[config.mk]
export PLATFORM = sky130hd
export DESIGN_NAME = i2c_fifo_level_abort_status
export DESIGN_NICKNAME = d
export VERILOG_FILES = /design/src/design/i2c_status_pkg.sv /design/src/design/i2c_fifo_level_abort_status.sv
export SDC_FILE = /design/constraint.sdc
export NUM_CORES = 1
export LEC_CHECK = 0
export ABC_CLOCK_PERIOD_IN_PS = 7700
export BUFFER_PORTS_ARGS = -buffer_cell sky130_fd_sc_hd__clkbuf_2
export CELL_PAD_IN_SITES_DETAIL_PLACEMENT = 0
export CELL_PAD_IN_SITES_GLOBAL_PLACEMENT = 2
export CORE_ASPECT_RATIO = 0.6
export CORE_MARGIN = 10
export CORE_UTILIZATION = 29
export DETAILED_ROUTE_END_ITERATION = 12
export GPL_TIMING_DRIVEN = 0
export PLACE_DENSITY_LB_ADDON = 0.1
export SYNTH_ARGS = -nofsm -noshare
export SYNTH_HDL_FRONTEND = slang
export SYNTH_SLANG_ARGS = --single-unit
[constraint.sdc]
create_clock -name ref_clk -period 7.7 [get_ports ref_clk]
set_input_delay 0.77 -clock ref_clk [delete_from_list [all_inputs] [get_ports ref_clk]]
set_output_delay 0.77 -clock ref_clk [all_outputs]
set_load 0.03 [all_outputs]
[src/design/i2c_status_pkg.sv]
// Purpose: Constants and carriers for the I2C level/abort status block
// Assumes: APB with 32-bit data, one aligned word per register
// Notes: Printed offsets are byte addresses
package i2c_status_pkg;
	// ----------------------------------------------------------------
	// Register map
	// ----------------------------------------------------------------
	localparam logic [31:0] BUS_STATUS_ADDR = 32'h5000_1370;
	localparam logic [31:0] TX_FIFO_LEVEL_ADDR = 32'h5000_1374;
	localparam logic [31:0] RX_FIFO_LEVEL_ADDR = 32'h5000_1378;
	localparam logic [31:0] DATA_HOLD_TIME_ADDR = 32'h5000_137C;
	localparam logic [31:0] TX_ABORT_CAUSE_ADDR = 32'h5000_1380;
	localparam logic [31:0] IRQ_STATUS_ADDR = 32'h5000_13A0;
	localparam logic [31:0] IRQ_MASK_ADDR = 32'h5000_13A4;
	// ----------------------------------------------------------------
	// Reset values and field layout
	// ----------------------------------------------------------------
	localparam int LEVEL_W = 6;
	localparam int HOLD_W = 16;
	localparam int IRQ_W = 2;
	localparam logic [LEVEL_W-1:0] LEVEL_RST = 6'h00;
	localparam logic [HOLD_W-1:0] HOLD_RST = 16'h0001;
	localparam logic [15:0] ABORT_RST = 16'h0000;
	localparam logic [IRQ_W-1:0] IRQ_RST = 2'h0;
	localparam int AB_SLV_RD_CMD = 15;
	localparam int AB_SLV_BUS_LOST = 14;
	localparam int AB_SLV_FLUSH = 13;
	localparam int AB_ARBITRATION_LOST_ABORT = 12;
	localparam int AB_MST_DIS = 11;
	localparam int AB_10B_RD = 10;
	localparam int AB_SBYTE_NORST = 9;
	localparam int AB_HS_NORST = 8;
	localparam int AB_SBYTE_ACK = 7;
	localparam int IRQ_TX_ABORT = 0;
	localparam int IRQ_BUS_LOST = 1;
	// ----------------------------------------------------------------
	// Carriers
	// ----------------------------------------------------------------
	typedef struct packed {
		logic ctrlEnable;
		logic masterEnable;
		logic restartAllow;
		logic commandSelA;
		logic generalCallOrStartbyteSel;
		logic tenBitAddr;
		logic highSpeed;
	} ctrl_cfg_t;
	typedef struct packed {
		logic slvReadServing;
		logic dataCmdWrite;
		logic dataCmdRead;
		logic slvTxActive;
		logic mstTxActive;
		logic sclRise;
		logic sdaIn;
		logic sdaIntended;
		logic slvReadCmdRecv;
		logic mstStartReq;
		logic mstReadReq;
		logic startByteAcked;
		logic txPush;
		logic txPop;
		logic rxPush;
		logic rxPop;
		logic mstActive;
		logic slvActive;
	} ctrl_events_t;
	typedef struct packed {
		logic [LEVEL_W-1:0] txLevel;
		logic [LEVEL_W-1:0] rxLevel;
		logic [HOLD_W-1:0] holdTime;
		logic [15:0] abortCause;
		logic [IRQ_W-1:0] irqStatus;
		logic [IRQ_W-1:0] irqMask;
		logic [31:0] prdata;
		logic pready;
		logic pslverr;
		logic irq;
		logic txFlush;
		logic busLost;
	} status_state_t;
endpackage

[src/design/i2c_fifo_level_abort_status.sv]
// Purpose: FIFO levels, data hold time and transmit abort causes
// Assumes: Controller core feeds events and config synchronous to ref_clk
// Notes: APB slave, answers in the second access cycle
//
// Design decision made here: the APB slave port.
`timescale 1ns/1ps
`default_nettype none
module i2c_fifo_level_abort_status
	import i2c_status_pkg::*;
#(
	parameter int TX_DEPTH = 32,
	parameter int RX_DEPTH = 32
)
(
	input wire logic ref_clk,
	input wire logic rst,
	input wire logic psel,
	input wire logic penable,
	input wire logic pwrite,
	input wire logic [31:0] paddr,
	input wire logic [31:0] pwdata,
	output logic [31:0] prdata,
	output logic pready,
	output logic pslverr,
	input wire i2c_status_pkg::ctrl_cfg_t cfg,
	input wire i2c_status_pkg::ctrl_events_t ev,
	output logic [i2c_status_pkg::HOLD_W-1:0] dataHoldCycles,
	output logic txFlush,
	output logic busLost,
	output logic irq
);
	import i2c_status_pkg::*;

	localparam logic [LEVEL_W-1:0] TX_FULL = LEVEL_W'(TX_DEPTH);
	localparam logic [LEVEL_W-1:0] RX_FULL = LEVEL_W'(RX_DEPTH);

	status_state_t st;
	status_state_t next_st;

	logic access;
	logic wrDone;
	logic mapped;
	logic sdaMismatch;
	logic slvLost;
	logic mstLost;
	logic flushTx;
	logic sbyteCause;
	logic abortClear;
	logic [15:0] abortSet;
	logic [31:0] readMux;
	logic [15:0] busStatus;

	// ----------------------------------------------------------------
	// Event decode
	// ----------------------------------------------------------------
	always_comb
	begin
		// Both roles are checked independently, so either can lose
		sdaMismatch = ev.sclRise && (ev.sdaIn != ev.sdaIntended);
		slvLost = ev.slvTxActive && sdaMismatch;
		mstLost = ev.mstTxActive && sdaMismatch;
		flushTx = ev.slvReadCmdRecv && (st.txLevel != LEVEL_RST);
		// Level cause: stays present until software fixes the setup
		sbyteCause = !cfg.restartAllow && cfg.commandSelA
			&& cfg.generalCallOrStartbyteSel;
		abortSet = ABORT_RST;
		abortSet[AB_SLV_RD_CMD] = ev.slvReadServing && ev.dataCmdWrite
			&& ev.dataCmdRead;
		abortSet[AB_SLV_BUS_LOST] = slvLost;
		abortSet[AB_SLV_FLUSH] = flushTx;
		abortSet[AB_ARBITRATION_LOST_ABORT] = slvLost || mstLost;
		abortSet[AB_MST_DIS] = ev.mstStartReq && !cfg.masterEnable;
		abortSet[AB_10B_RD] = ev.mstStartReq && !cfg.restartAllow
			&& cfg.tenBitAddr && ev.mstReadReq;
		abortSet[AB_SBYTE_NORST] = sbyteCause;
		abortSet[AB_HS_NORST] = ev.mstStartReq && !cfg.restartAllow
			&& cfg.highSpeed;
		abortSet[AB_SBYTE_ACK] = ev.startByteAcked;
	end

	// ----------------------------------------------------------------
	// APB decode
	// ----------------------------------------------------------------
	always_comb
	begin
		access = psel && penable;
		wrDone = access && pwrite && st.pready;
		busStatus = 16'h0000;
		busStatus[0] = ev.mstActive || ev.slvActive;
		busStatus[1] = st.txLevel != TX_FULL;
		busStatus[2] = st.txLevel == LEVEL_RST;
		busStatus[3] = st.rxLevel != LEVEL_RST;
		busStatus[4] = st.rxLevel == RX_FULL;
		busStatus[5] = ev.mstActive;
		busStatus[6] = ev.slvActive;
		mapped = 1'b1;
		readMux = 32'h0000_0000;
		case (paddr)
			BUS_STATUS_ADDR: readMux = {16'h0000, busStatus};
			TX_FIFO_LEVEL_ADDR: readMux = 32'(st.txLevel);
			RX_FIFO_LEVEL_ADDR: readMux = 32'(st.rxLevel);
			DATA_HOLD_TIME_ADDR: readMux = 32'(st.holdTime);
			TX_ABORT_CAUSE_ADDR: readMux = 32'(st.abortCause);
			IRQ_STATUS_ADDR: readMux = 32'(st.irqStatus);
			IRQ_MASK_ADDR: readMux = 32'(st.irqMask);
			default: mapped = 1'b0;
		endcase
		// Clearing the abort interrupt also clears the cause bits
		abortClear = wrDone && (paddr == IRQ_STATUS_ADDR)
			&& pwdata[IRQ_TX_ABORT];
	end

	// ----------------------------------------------------------------
	// Next state
	// ----------------------------------------------------------------
	always_comb
	begin
		next_st = st;
		// Answer in the second access cycle, then drop
		next_st.pready = access && !st.pready;
		next_st.prdata = (access && !st.pready && !pwrite) ? readMux
			: 32'h0000_0000;
		next_st.pslverr = access && !st.pready && !mapped;
		if (wrDone && paddr == DATA_HOLD_TIME_ADDR)
			next_st.holdTime = pwdata[HOLD_W-1:0];
		if (wrDone && paddr == IRQ_MASK_ADDR)
			next_st.irqMask = pwdata[IRQ_W-1:0];

		// Fifo levels; push refused when full, pop when empty
		if (ev.txPush && st.txLevel != TX_FULL && !(ev.txPop
			&& st.txLevel != LEVEL_RST))
			next_st.txLevel = st.txLevel + 6'h01;
		else if (ev.txPop && st.txLevel != LEVEL_RST && !(ev.txPush
			&& st.txLevel != TX_FULL))
			next_st.txLevel = st.txLevel - 6'h01;
		if (ev.rxPush && st.rxLevel != RX_FULL && !(ev.rxPop
			&& st.rxLevel != LEVEL_RST))
			next_st.rxLevel = st.rxLevel + 6'h01;
		else if (ev.rxPop && st.rxLevel != LEVEL_RST && !(ev.rxPush
			&& st.rxLevel != RX_FULL))
			next_st.rxLevel = st.rxLevel - 6'h01;
		if (flushTx || !cfg.ctrlEnable)
			next_st.txLevel = LEVEL_RST;
		if (!cfg.ctrlEnable)
			next_st.rxLevel = LEVEL_RST;

		// Sticky causes; set wins over clear except bit 9
		next_st.abortCause = (abortClear ? ABORT_RST : st.abortCause)
			| abortSet;
		if (abortClear)
			next_st.abortCause[AB_SBYTE_NORST] = 1'b0;

		// Interrupt status: sticky, write one to clear, set wins
		next_st.irqStatus = st.irqStatus;
		if (wrDone && paddr == IRQ_STATUS_ADDR)
			next_st.irqStatus = st.irqStatus & ~pwdata[IRQ_W-1:0];
		if (abortSet != ABORT_RST)
			next_st.irqStatus[IRQ_TX_ABORT] = 1'b1;
		if (slvLost || mstLost)
			next_st.irqStatus[IRQ_BUS_LOST] = 1'b1;
		next_st.irq = |(next_st.irqStatus & next_st.irqMask);
		next_st.txFlush = flushTx || !cfg.ctrlEnable;
		next_st.busLost = slvLost || mstLost;
	end

	// ----------------------------------------------------------------
	// State register
	// ----------------------------------------------------------------
	always_ff @(posedge ref_clk)
	begin
		if (rst)
		begin
			st.txLevel <= LEVEL_RST;
			st.rxLevel <= LEVEL_RST;
			st.holdTime <= HOLD_RST;
			st.abortCause <= ABORT_RST;
			st.irqStatus <= IRQ_RST;
			st.irqMask <= IRQ_RST;
			st.prdata <= 32'h0000_0000;
			st.pready <= 1'b0;
			st.pslverr <= 1'b0;
			st.irq <= 1'b0;
			st.txFlush <= 1'b0;
			st.busLost <= 1'b0;
		end
		else
			st <= next_st;
	end

	assign prdata = st.prdata;
	assign pready = st.pready;
	assign pslverr = st.pslverr;
	assign dataHoldCycles = st.holdTime;
	assign txFlush = st.txFlush;
	assign busLost = st.busLost;
	assign irq = st.irq;
endmodule
`default_nettype wire

### Word-level counts from Yosys, hierarchy flattened

Cells that the tools add are included.

| word-level totals | value |
|---|---|
| input bits | 94 |
| word-level logic and storage cells | 101 |
| output and inout bits | 53 |
| register bits | 85 |

| cells by class | value |
|---|---|
| add/subtract/negate cells | 4 |
| multiplexer cells | 11 |
| equality and inequality tests | 11 |
| bitwise logic cells | 6 |
| reductions and logical operators | 56 |

Operators with widths:

| operator | number |
|---|---|
| 32-bit by 31-bit equality test with 1-bit output (second input constant) | 7 |
| 16-bit case mux with 7 select lines | 1 |
| 1-bit logical AND | 31 |
| 6-bit 2-to-1 mux | 4 |
| 16-bit 2-to-1 mux | 1 |
| 16-bit OR | 1 |
| 16-bit nonzero test | 1 |
| 6-bit by 1-bit adder with 6-bit output (second input constant) | 2 |
| 6-bit inequality test (second input constant) | 2 |
| 6-bit nonzero test | 2 |
| 6-bit by 1-bit subtractor with 6-bit output (second input constant) | 2 |
| 1-bit logical NOT | 10 |
| 2-bit OR reduction | 5 |
| 7-bit OR reduction | 1 |
| 6-bit equality test (second input constant) | 1 |
| 6-bit logical NOT | 1 |
| 2-bit bitwise AND | 2 |
| 2-bit 2-to-1 mux | 2 |
| 2-bit nonzero test | 2 |
| 1-bit logical OR | 3 |
| 1-bit 2-to-1 mux | 3 |
| 1-bit inverter | 2 |
| 2-bit inverter | 1 |
| 1-bit inequality test | 1 |

### Depth between registers and ports, before layout

Gate-level depths: netlist (run 1).

| depth | value |
|---|---|
| word-level depth | 8 |
| gate-level depth with buffers | 12 |
| depth with buffers taken out | 12 |

### Worst setup path after synthesis (run 1)

No wires, ideal clock.

| path | value |
|---|---|
| kind | register to register |
| start | reg st[80] (netlist bit) |
| end | reg st[83] (netlist bit) |
| slack | 4,715 ps |
| buffers on the path | 0 |
| arrival time | 2,914 ps |
| period minus slack after synthesis | 2,985 ps |
| cell stages (with the launch flop) | 12 |
| data required time | 7,629 ps |
| cell sequence | dfxtp_1 or4_1 or3_1 nand2_1 ha_1 inv_1 ha_1 nor2b_1 o21a_1 o21ai_0 or3b_2 a21oi_1 |

| on the way | value |
|---|---|
| cells in the longest elaborated chain, start to end | 5 |

Ends and longest elaborated chain:

| element | line | RTL |
|---|---|---|
| from (decl) | i2c_fifo_level_abort_status.sv:37 | `status_state_t st;` |
| from (signal assigned) | i2c_fifo_level_abort_status.sv:187 | `st <= next_st;` |
| parallel branches: the longest is 5 deep, another holds 6-bit by 1-bit subtractor with 6-bit output | n/a |  |

Parallel ways; which one is timed is not known. The select of a mux whose other input is x is not followed.
A chain may end at the register's enable or synchronous reset.

### Worst setup path in the final report (run 1)

Ends and elaborated chain as after synthesis.

==> flow_summary.json, run 1 <==
{
  "setup_violations": 0,
  "die_area_mm2": 0.0169,
  "clock_latency_ns": 0.33,
  "cp-end-kind": "flop",
  "hold_class": "flop to flop",
  "p_clk_share_pct": 34.8,
  "placed_cells": 689,
  "cts_max_path_buffers": 2,
  "netlist.area_leader.share_pct": 35.7,
  "first_pass_iters": 4,
  "hold_viol_final": 0,
  "antenna_found_initial": 0,
  "cp.depth": 11,
  "worstSetupStartpointType": "flop",
  "clkTransAtPathRegs_ns": 0.05,
  "yosys.cell_types.count": 55,
  "routed_wl_mm": 11.7,
  "ctsRootBufferMaster": "clkbuf_16",
  "ios": 147,
  "final_cells": 705,
  "rr_worst_depth": 11,
  "cts_max_level": 3,
  "grt-ovfl-total": 0,
  "sw_frac_of_total_pct": 34.2,
  "design_area_mm2": 0.00467,
  "cts.sinks": 62,
  "dp_hpwl_mm": 9.59,
  "cp.required_ns": 7.96,
  "async_flop_share_pct": 0,
  "place_ws_ns": 4.31,
  "p_sw_uw": 494,
  "slew_headroom_pct": 27.4,
  "areaGrowthSynthToFinish_pct": 34.4,
  "grt_first_pass_wirelength_mm": 18.4,
  "track_usage_pct": 13.6,
  "cp_cell_sequence": "or4_1 -> or3_1 -> nand2_1 -> ha_1 -> inv_1 -> ha_1 -> nor2b_1 -> o21a_1 -> o21ai_0 -> or3b_2 -> a21oi_1",
  "slowest_delay_ns": 0.61,
  "drc": 0,
  "holdWs_ns": 0.459,
  "fmax_mhz": 294,
  "crit_buf_inv": 1,
  "antenna_cells": 0,
  "grt_pass1_vias": 3286,
  "arrival_ns": 3.66,
  "internal-power_uw": 951,
  "fp.dieH_um": 105,
  "drtIter0Drc": 154,
  "maxSlewViolCount": 0,
  "syn_area_mm2": 0.00347,
  "placed_area_mm2": 0.00429,
  "layout_min_cycle_time_ns": 3.41,
  "power_frac_comb_pct": 37.4,
  "crit_top_cell": "ha_1",
  "fp-row-count": 30,
  "yosysWarnings": 0,
  "ir_drop_v": 0.000155,
  "synth_largest_area_cell": "dfxtp_1",
  "cts_setup_buffers": 0,
  "synth_area_leaders": "dfxtp_1, buf_4, a21oi_1",
  "power_leakage_uw": 0.00210,
  "cap_violations": 0,
  "setup_tns_ns": 0,
  "yosysSeqAreaShare_pct": 35.7,
  "synth_flop_cell": "dfxtp_1",
  "power_density_mw_per_mm2": 310,
  "synth_edf_count": 0,
  "crit_family": "simple AND/OR/NAND/NOR gates",
  "critPathMaxFanout": 7,
  "status": "complete, no violations",
  "wire_per_inst_um": 16.6,
  "layout-drive-gt1-share_pct": 36.7,
  "crit_slowest_cell": "or4_1",
  "synth_seq_cells": 62,
  "fin_skew_ns": 0.00475,
  "gp_congestion": 0.815,
  "worst_pin_slew_ns": 1.08,
  "drtAntennaViolNets": 0,
  "cts_tree": "done",
  "cts_hold_buf": 0,
  "synthCells": 401,
  "die_x_um": 161,
  "grt_start_max_net_pins": 12,
  "cts_buffers": 9,
  "start_util_pct": 30.2,
  "seqPwrFrac_pct": 27.8,
  "rsz0062_at_grt": "no",
  "cts_resized": 0,
  "worstHoldPathCells": 2,
  "core-area_mm2": 0.0115,
  "nNetsFinal": 646,
  "fin_ws_ns": 4.29,
  "synth.avg_cell_area_um2": 8.66,
  "via_per_inst": 4.67,
  "portBuffers": 113,
  "fin_crit_sh_pct": 44.2,
  "vias": 3290,
  "crit_type": "flop to flop"
}
## cell type report
class,instances,area [µm²]
fill,1243,6820
tap,160,200
clock inverter,6,133
multi-input combinational,279,1820
inverter,12,45.0
timing repair buffer,113,566
sequential,62,1240
buffer,63,420
clock buffer,10,239
## cell usage in the layout, fill, tap and decap left out, types with 5 or more instances in the layout
cell	count
nor2b_1	6
ha_1	10
dfxtp_1	62
nand4_1	6
conb_1	16
nor2_1	29
clkbuf_1	11
a21oi_1	37
nand2_1	45
buf_4	48
nor4_1	9
mux2i_1	6
clkbuf_16	9
inv_1	12
o21ai_0	5
nand2b_1	8
clkbuf_2	113
mux2_2	5
nor3_1	8
a22oi_1	11
## path summary, 6_finish.rpt
path	end	from	slack, ns
worst max-delay path	st[83]$_SDFFE_PP0P_	st[80]$_SDFFE_PP0P_	4.29
worst min register to register	st[51]$_SDFF_PP0_	st[51]$_SDFF_PP0_	0.46
worst min-delay path	st[51]$_SDFF_PP0_	st[51]$_SDFF_PP0_	0.46
worst max register to register	st[83]$_SDFFE_PP0P_	st[80]$_SDFFE_PP0P_	4.29
## registers in the layout (all words and copies together) (netlist names)
signal	count
irq	1
pslverr	1
prdata	16
pready	1
st	25
txFlush	1
busLost	1
dataHoldCycles	16
## routing by layer
metal	GRT usage [%]	wire length, µm
met5	0	0
met4	3.10	75
met3	5.60	1090
met2	17.5	4270
met1	20.1	6250
## metrics by stage
step                util, %  power, µW
global route           40.6       1540
floorplan                 -        805
CTS                    40.6       1450
global placement       37.4        932
finish                 40.6       1450
detailed placement     37.4        943
## cell families (layout without fill, tap and decap cells)
kind of cell | count (synthesis) | in the layout | share of synthesized area (%)
and+or+nand+nor | 148 | 148 | 24.1
AOI/OAI and AO/OA | 83 | 83 | 15.5
buffers and inverters | 75 | 204 | 13.4
DFF | 62 | 62 | 35.7
muxes | 13 | 13 | 4.65
adders and majority gates | 12 | 12 | 4.76
xor gates and xnor gates | 7 | 7 | 1.77
other | 1 | 16 | 0.108
## cells in the mapped netlist, types with 3 or more instances
library cell  instances
nor3b_1               3
buf_4                48
nor3_1                8
nand2b_1              8
nand4b_1              4
ha_1                 10
mux2_2                5
buf_2                 3
or4_1                 3
nor2_1               29
clkbuf_1             11
a22oi_1              11
a21oi_1              37
mux2i_1               6
and2_1                3
a22o_1                4
or3_1                 3
nand3_1               4
inv_1                12
nor4_1                9
nand4_1               6
nor2b_1               6
a31oi_1               4
nand2_1              45
dfxtp_1              62
o21ai_0               5
xor2_1                3
a21o_1                4
xnor2_1               4
## worst min-delay path, cell delays in order, from the launching register on
cell and delay, ns:
dfxtp_1 0.31, nand2_1 0.05, a21oi_1 0.05
## power groups by stage
stage / registers [µW] / logic [µW] / clock network (µW)
floorplan: 394 / 411 / 0
global placement: 405 / 527 / 0
detailed placement: 407 / 536 / 0
CTS: 400 / 539 / 515
global route: 407 / 610 / 527
finish: 401 / 541 / 503
No activity file was read; power rests on OpenSTA's default activity.
==> run 2: changes to the inputs <==
--- a/config.mk
+++ b/config.mk
@@ -5,13 +5,13 @@
 export SDC_FILE = /design/constraint.sdc
 export NUM_CORES = 1
 export LEC_CHECK = 0
-export ABC_CLOCK_PERIOD_IN_PS = 7700
+export ABC_CLOCK_PERIOD_IN_PS = 3100
 export BUFFER_PORTS_ARGS = -buffer_cell sky130_fd_sc_hd__clkbuf_2
 export CELL_PAD_IN_SITES_DETAIL_PLACEMENT = 0
 export CELL_PAD_IN_SITES_GLOBAL_PLACEMENT = 2
 export CORE_ASPECT_RATIO = 0.6
 export CORE_MARGIN = 10
-export CORE_UTILIZATION = 29
+export CORE_UTILIZATION = 24
 export DETAILED_ROUTE_END_ITERATION = 12
 export GPL_TIMING_DRIVEN = 0
 export PLACE_DENSITY_LB_ADDON = 0.1
==> constraint.sdc (replaced) <==
create_clock -name ref_clk -period 3.1 [get_ports ref_clk]
set_input_delay 0.31 -clock ref_clk [delete_from_list [all_inputs] [get_ports ref_clk]]
set_output_delay 0.31 -clock ref_clk [all_outputs]
set_load 0.03 [all_outputs]
==> flow_summary.json, run 2 (synthesis results as in run 1) <==
{
  "r2r-end": "st[83]$_SDFFE_PP0P_",
  "nNetsFinal": 648,
  "power_density_mw_per_mm2": 758,
  "grt_first_pass_wirelength_mm": 19.2,
  "placed_cells": 721,
  "clkTransAtPathRegs_ns": 0.06,
  "min_from": "ev[6]",
  "crit_top_cell": "ha_4",
  "cts.sinks": 62,
  "grt-ovfl-total": 0,
  "internal-power_uw": 2230,
  "cp.required_ns": 3.36,
  "rr_worst_depth": 11,
  "cp-end-kind": "flop",
  "worst_pin_slew_ns": 1.13,
  "top_layer_used": "met5",
  "wire_per_inst_um": 17.1,
  "dp_hpwl_mm": 10.4,
  "gp_congestion": 0.748,
  "crit_slowest_cell": "or4_4",
  "largest-register": "st",
  "fp-row-count": 33,
  "fmax_mhz": 336,
  "largest_reg_flops": 25,
  "drtIter0Drc": 182,
  "hold_viol_final": 0,
  "crit_buf_inv": 1,
  "die_area_mm2": 0.0198,
  "worstHoldEndpoint": "st[48]$_SDFF_PP0_",
  "slowest_delay_ns": 0.58,
  "layout_common_cells": "clkbuf_2, dfxtp_1, buf_4",
  "final_common_cell": "clkbuf_2",
  "timing.rr.start": "st[80]$_SDFFE_PP0P_",
  "layout_min_cycle_time_ns": 2.98,
  "cts_tree": "done",
  "wl_met2_mm": 4.88,
  "seqPwrFrac_pct": 28.1,
  "start_util_pct": 25.0,
  "cts_buffers": 9,
  "antenna_cells": 0,
  "track_usage_pct": 12.3,
  "worstSetupStartpointType": "flop",
  "grt_start_max_net_pins": 12,
  "cap_violations": 0,
  "maxSlewViolCount": 0,
  "clock_latency_ns": 0.34,
  "via_per_inst": 4.42,
  "sw_frac_of_total_pct": 37.6,
  "routed_wl_mm": 12.6,
  "antenna_found_initial": 1,
  "layout-drive-gt1-share_pct": 39.9,
  "rrSetupSlack_ns": 0.12,
  "core-area_mm2": 0.0139,
  "m1WireLength_mm": 6.84,
  "power_leakage_uw": 0.00208,
  "setup_violations": 0,
  "p_sw_uw": 1340,
  "arrival_ns": 3.24,
  "drtAntennaViolNets": 0,
  "cts_max_level": 3,
  "fillers": 1516,
  "status": "complete, no violations",
  "rsz0062_at_grt": "no",
  "fin_crit_sh_pct": 96.1,
  "die_x_um": 175,
  "crit_family": "simple AND/OR/NAND/NOR gates",
  "drc": 0,
  "crit_type": "flop to flop",
  "slew_headroom_pct": 24.3,
  "worstHoldPathCells": 3,
  "vias": 3269,
  "power.total_uw": 3570,
  "first_pass_iters": 4,
  "ir_drop_v": 0.000279,
  "p_clk_share_pct": 27.9,
  "portBuffers": 113,
  "hold_class": "primary input to flop",
  "grt_pass1_vias": 3312,
  "cp_cell_sequence": "or4_4 -> or3_4 -> nand2_2 -> ha_4 -> inv_2 -> ha_4 -> nor2b_1 -> o21a_1 -> o21ai_0 -> or3b_2 -> a21oi_1",
  "cts_max_path_buffers": 2,
  "areaGrowthSynthToFinish_pct": 35.7,
  "ctsRootBufferMaster": "clkbuf_16",
  "fin_skew_ns": 0.00649,
  "critPathMaxFanout": 5,
  "ios": 147,
  "final_cells": 739,
  "fp.dieH_um": 113,
  "wl_met3_um": 800,
  "cts_hold_buf": 0,
  "power_frac_comb_pct": 44.0
}
-- run 2: power groups by stage --
stage | combinational, µW | clock, µW | sequential (µW)
finish | 1570 | 995 | 1010
global route | 1750 | 1050 | 1030
global placement | 1360 | 0 | 1010
floorplan | 1020 | 0 | 979
detailed placement | 1380 | 0 | 1010
CTS | 1480 | 1020 | 1000
-- run 2: routing by layer --
metal,vias up,track usage (%)
li1,1657,-
met1,1506,18.3
met2,92,16.2
met3,12,4.45
met4,2,2.53
met5,-,0
-- run 2: through the flow --
stage	setup slack, ns	TNS, ns	hold WS (ns)	utilization (%)	area (µm²)
finish	0.122	0	0.201	33.9	4710
global route	0.00197	0	0.210	33.9	4710
CTS	0.0162	0	0.192	33.5	4660
detailed placement	-0.360	-0.801	0.447	31.1	4330
global placement	-0.324	-0.705	0.443	31.1	4330
floorplan	0.115	0	0.402	-	3530
-- run 2: how the worst max path moves through the flow --
stage	from	end	slack [ns]	cells past startpoint
final	st[80]$_SDFFE_PP0P_	st[83]$_SDFFE_PP0P_	0.12	11
after global routing	st[73]$_SDFFE_PP0P_	st[78]$_SDFFE_PP0P_	0.002	11
after CTS	st[80]$_SDFFE_PP0P_	st[83]$_SDFFE_PP0P_	0.02	11
after detailed placement	st[80]$_SDFFE_PP0P_	st[83]$_SDFFE_PP0P_	-0.36	11
after global placement	st[80]$_SDFFE_PP0P_	st[83]$_SDFFE_PP0P_	-0.32	11
after floorplan	st[80]$_SDFFE_PP0P_	st[83]$_SDFFE_PP0P_	0.12	11
-- run 2: timing repair --
item / CTS / global route
buffers inserted: 2 / 1
endpoints found under the setup margin: 4 / 3
gates resized for setup: 7 / 10
-- run 2: worst min-delay path: stages --
cell and delay, ns:
clkbuf_2 0.09, a21oi_1 0.03, nor2_1 0.07
-- run 2: layout make-up --
class | count | area (µm²) | area share (%)
clock buffer | 9 | 225 | 4.78
buffer | 62 | 417 | 8.84
multi-input combinational | 279 | 1890 | 40.1
sequential | 62 | 1240 | 26.4
clock inverter | 7 | 65.1 | 1.38
inverter | 12 | 45.0 | 0.956
tap | 192 | 240 | 5.10
timing repair buffer | 116 | 588 | 12.5
==> run 3: changes to the inputs <==
--- a/config.mk
+++ b/config.mk
@@ -5,7 +5,6 @@
 export SDC_FILE = /design/constraint.sdc
 export NUM_CORES = 1
 export LEC_CHECK = 0
-export ABC_CLOCK_PERIOD_IN_PS = 3100
 export BUFFER_PORTS_ARGS = -buffer_cell sky130_fd_sc_hd__clkbuf_2
 export CELL_PAD_IN_SITES_DETAIL_PLACEMENT = 0
 export CELL_PAD_IN_SITES_GLOBAL_PLACEMENT = 2
@@ -15,6 +14,7 @@
 export DETAILED_ROUTE_END_ITERATION = 12
 export GPL_TIMING_DRIVEN = 0
 export PLACE_DENSITY_LB_ADDON = 0.1
+export SETUP_SLACK_MARGIN = 0.5
 export SYNTH_ARGS = -nofsm -noshare
 export SYNTH_HDL_FRONTEND = slang
 export SYNTH_SLANG_ARGS = --single-unit
==> flow_summary.json, run 3 (synthesis results as in run 1) <==
{
  "status": "complete, no violations",
  "ctsRootBufferMaster": "clkbuf_16",
  "design_area_mm2": 0.00504,
  "power_density_mw_per_mm2": 828,
  "p_sw_uw": 1480,
  "cts.sinks": 62,
  "cts_max_level": 3,
  "dp_hpwl_mm": 10.2,
  "routed_wl_mm": 12.8,
  "grt-ovfl-total": 0,
  "rsz0062_at_grt": "yes",
  "fin_crit_sh_pct": 88.9,
  "first_pass_iters": 4,
  "grt_first_pass_wirelength_mm": 19.9,
  "layout_common_cells": "clkbuf_2, buf_4, dfxtp_1",
  "hold_viol_final": 0,
  "cts_buffers": 9,
  "final_common_cell": "clkbuf_2",
  "cts_hold_buf": 0,
  "cp_cell_sequence": "or4_4 -> or3_4 -> nand2_2 -> ha_4 -> inv_6 -> ha_4 -> nor2b_4 -> o21a_1 -> o21ai_1 -> or3b_4 -> a21oi_2",
  "final_util_pct": 36.2,
  "ios": 147,
  "arrival_ns": 3.02,
  "power_frac_comb_pct": 49.4,
  "drtAntennaViolNets": 0,
  "power_leakage_uw": 0.00220,
  "wire_per_inst_um": 17.0,
  "fp-row-count": 33,
  "layout_min_cycle_time_ns": 2.76,
  "placed_area_mm2": 0.00438,
  "antenna_cells": 0,
  "worst_pin_slew_ns": 1.11,
  "setup_tns_ns": 0,
  "via_per_inst": 4.40,
  "internal-power_uw": 2690,
  "critPathMaxFanout": 4,
  "areaGrowthSynthToFinish_pct": 45.2,
  "track_usage_pct": 12.7,
  "cp-end-kind": "flop",
  "nNetsFinal": 666,
  "die_x_um": 175,
  "grt_start_max_net_pins": 11,
  "rrSetupSlack_ns": 0.34,
  "slowest_delay_ns": 0.57,
  "crit_type": "flop to flop",
  "crit_top_cell": "ha_4",
  "sw_frac_of_total_pct": 35.5,
  "slew_headroom_pct": 25.3,
  "vias": 3332,
  "seqPwrFrac_pct": 24.6,
  "p_clk_share_pct": 26.1,
  "largest_reg_flops": 25,
  "setup_violations": 0,
  "grt_pass1_vias": 3492,
  "cp.required_ns": 3.36,
  "layout-drive-gt1-share_pct": 44.8,
  "core-area_mm2": 0.0139,
  "hold_class": "primary input to flop",
  "clock_latency_ns": 0.33,
  "clkTransAtPathRegs_ns": 0.06,
  "power.total_uw": 4170,
  "crit_slowest_cell": "or4_4",
  "portBuffers": 113,
  "largest-register": "st",
  "worstSetupStartpointType": "flop",
  "drc": 0,
  "antenna_found_initial": 0,
  "cts_tree": "done",
  "die_area_mm2": 0.0198,
  "maxSlewViolCount": 0,
  "fin_skew_ns": 0.0107,
  "place_ws_ns": 0.158,
  "gp_congestion": 0.829,
  "fin_ws_ns": 0.344,
  "drtIter0Drc": 152,
  "ir_drop_v": 0.000343,
  "start_util_pct": 25.0,
  "cap_violations": 0,
  "cts_max_path_buffers": 2,
  "fmax_mhz": 363,
  "fp.dieH_um": 113
}
==> run 3: cell count changes in the layout (fill, tap and decap cells not counted), sizes merged <==
cell and delta:
clkbuf +5, clkinv -4, clkinvlp -1, bufinv +1
buf +17
==> run 3: repair_timing <==
action,in CTS,in global routing
pin swaps,10,7
endpoints found under the setup margin,6,6
gates resized for setup,18,26
buffers inserted,13,7
==> run 3: worst max-delay path, delay by kind of cell (launching register included) <==
kind / cells / cell delay [ns]
AND/OR/NAND/NOR: 5 / 1.51
buffers and inverters: 1 / 0.05
flip-flops: 1 / 0.34
AO/OA/AOI/OAI: 3 / 0.39
adder cells (fa/ha/maj): 2 / 0.38
==> run 3: worst paths after layout <==
kind / endpoint / cells past startpoint / from
setup / recovery: st[83]$_SDFFE_PP0P_ / 11 / st[81]$_SDFFE_PP0P_
hold / removal: txFlush$_SDFF_PP0_ / 2 / cfg[6]
setup reg to reg: st[83]$_SDFFE_PP0P_ / 11 / st[81]$_SDFFE_PP0P_
hold reg to reg: st[56]$_SDFF_PP0_ / 2 / st[56]$_SDFF_PP0_
==> run 3: final cells by class <==
class,count,area (µm²)
Inverter,12,55.1
Sequential cell,62,1250
Clock buffer,13,250
Fill cell,1480,8870
Timing Repair Buffer,133,716
Buffer,63,425
Clock inverter,3,67.6
Multi-Input combinational cell,279,2030
Tap cell,192,240
==> run 3: metrics by stage <==
| stage | hold WS, ns | instances |
|---|---|---|
| 2_1_floorplan | 0.402 | 416 |
| 3_3_place_gp | 0.443 | 721 |
| 3_5_place_dp | 0.450 | 721 |
| 4_1_cts | 0.176 | 750 |
| 5_1_grt | 0.184 | 757 |
| 6_report | 0.183 | 757 |
==> run 3: metal layers <==
| layer | up-vias | track usage, % | share of wire [%] |
|---|---|---|---|
| met1 | 1524 | 18.3 | 53 |
| met4 | 0 | 2.98 | 0.47 |
| met3 | 5 | 4.58 | 6.9 |
| met2 | 108 | 17.2 | 40 |
| li1 | 1695 | - | - |
| met5 | - | 0 | 0 |
==> run 3: power by group through the flow <==
stage | registers [µW] | clock network (µW) | logic [µW]
final | 1030 | 1090 | 2060
after global routing | 1040 | 1150 | 2280
after CTS | 1000 | 1120 | 1740
after detailed placement | 1020 | 0 | 1460
after global placement | 1020 | 0 | 1440
after floorplan | 984 | 0 | 1120
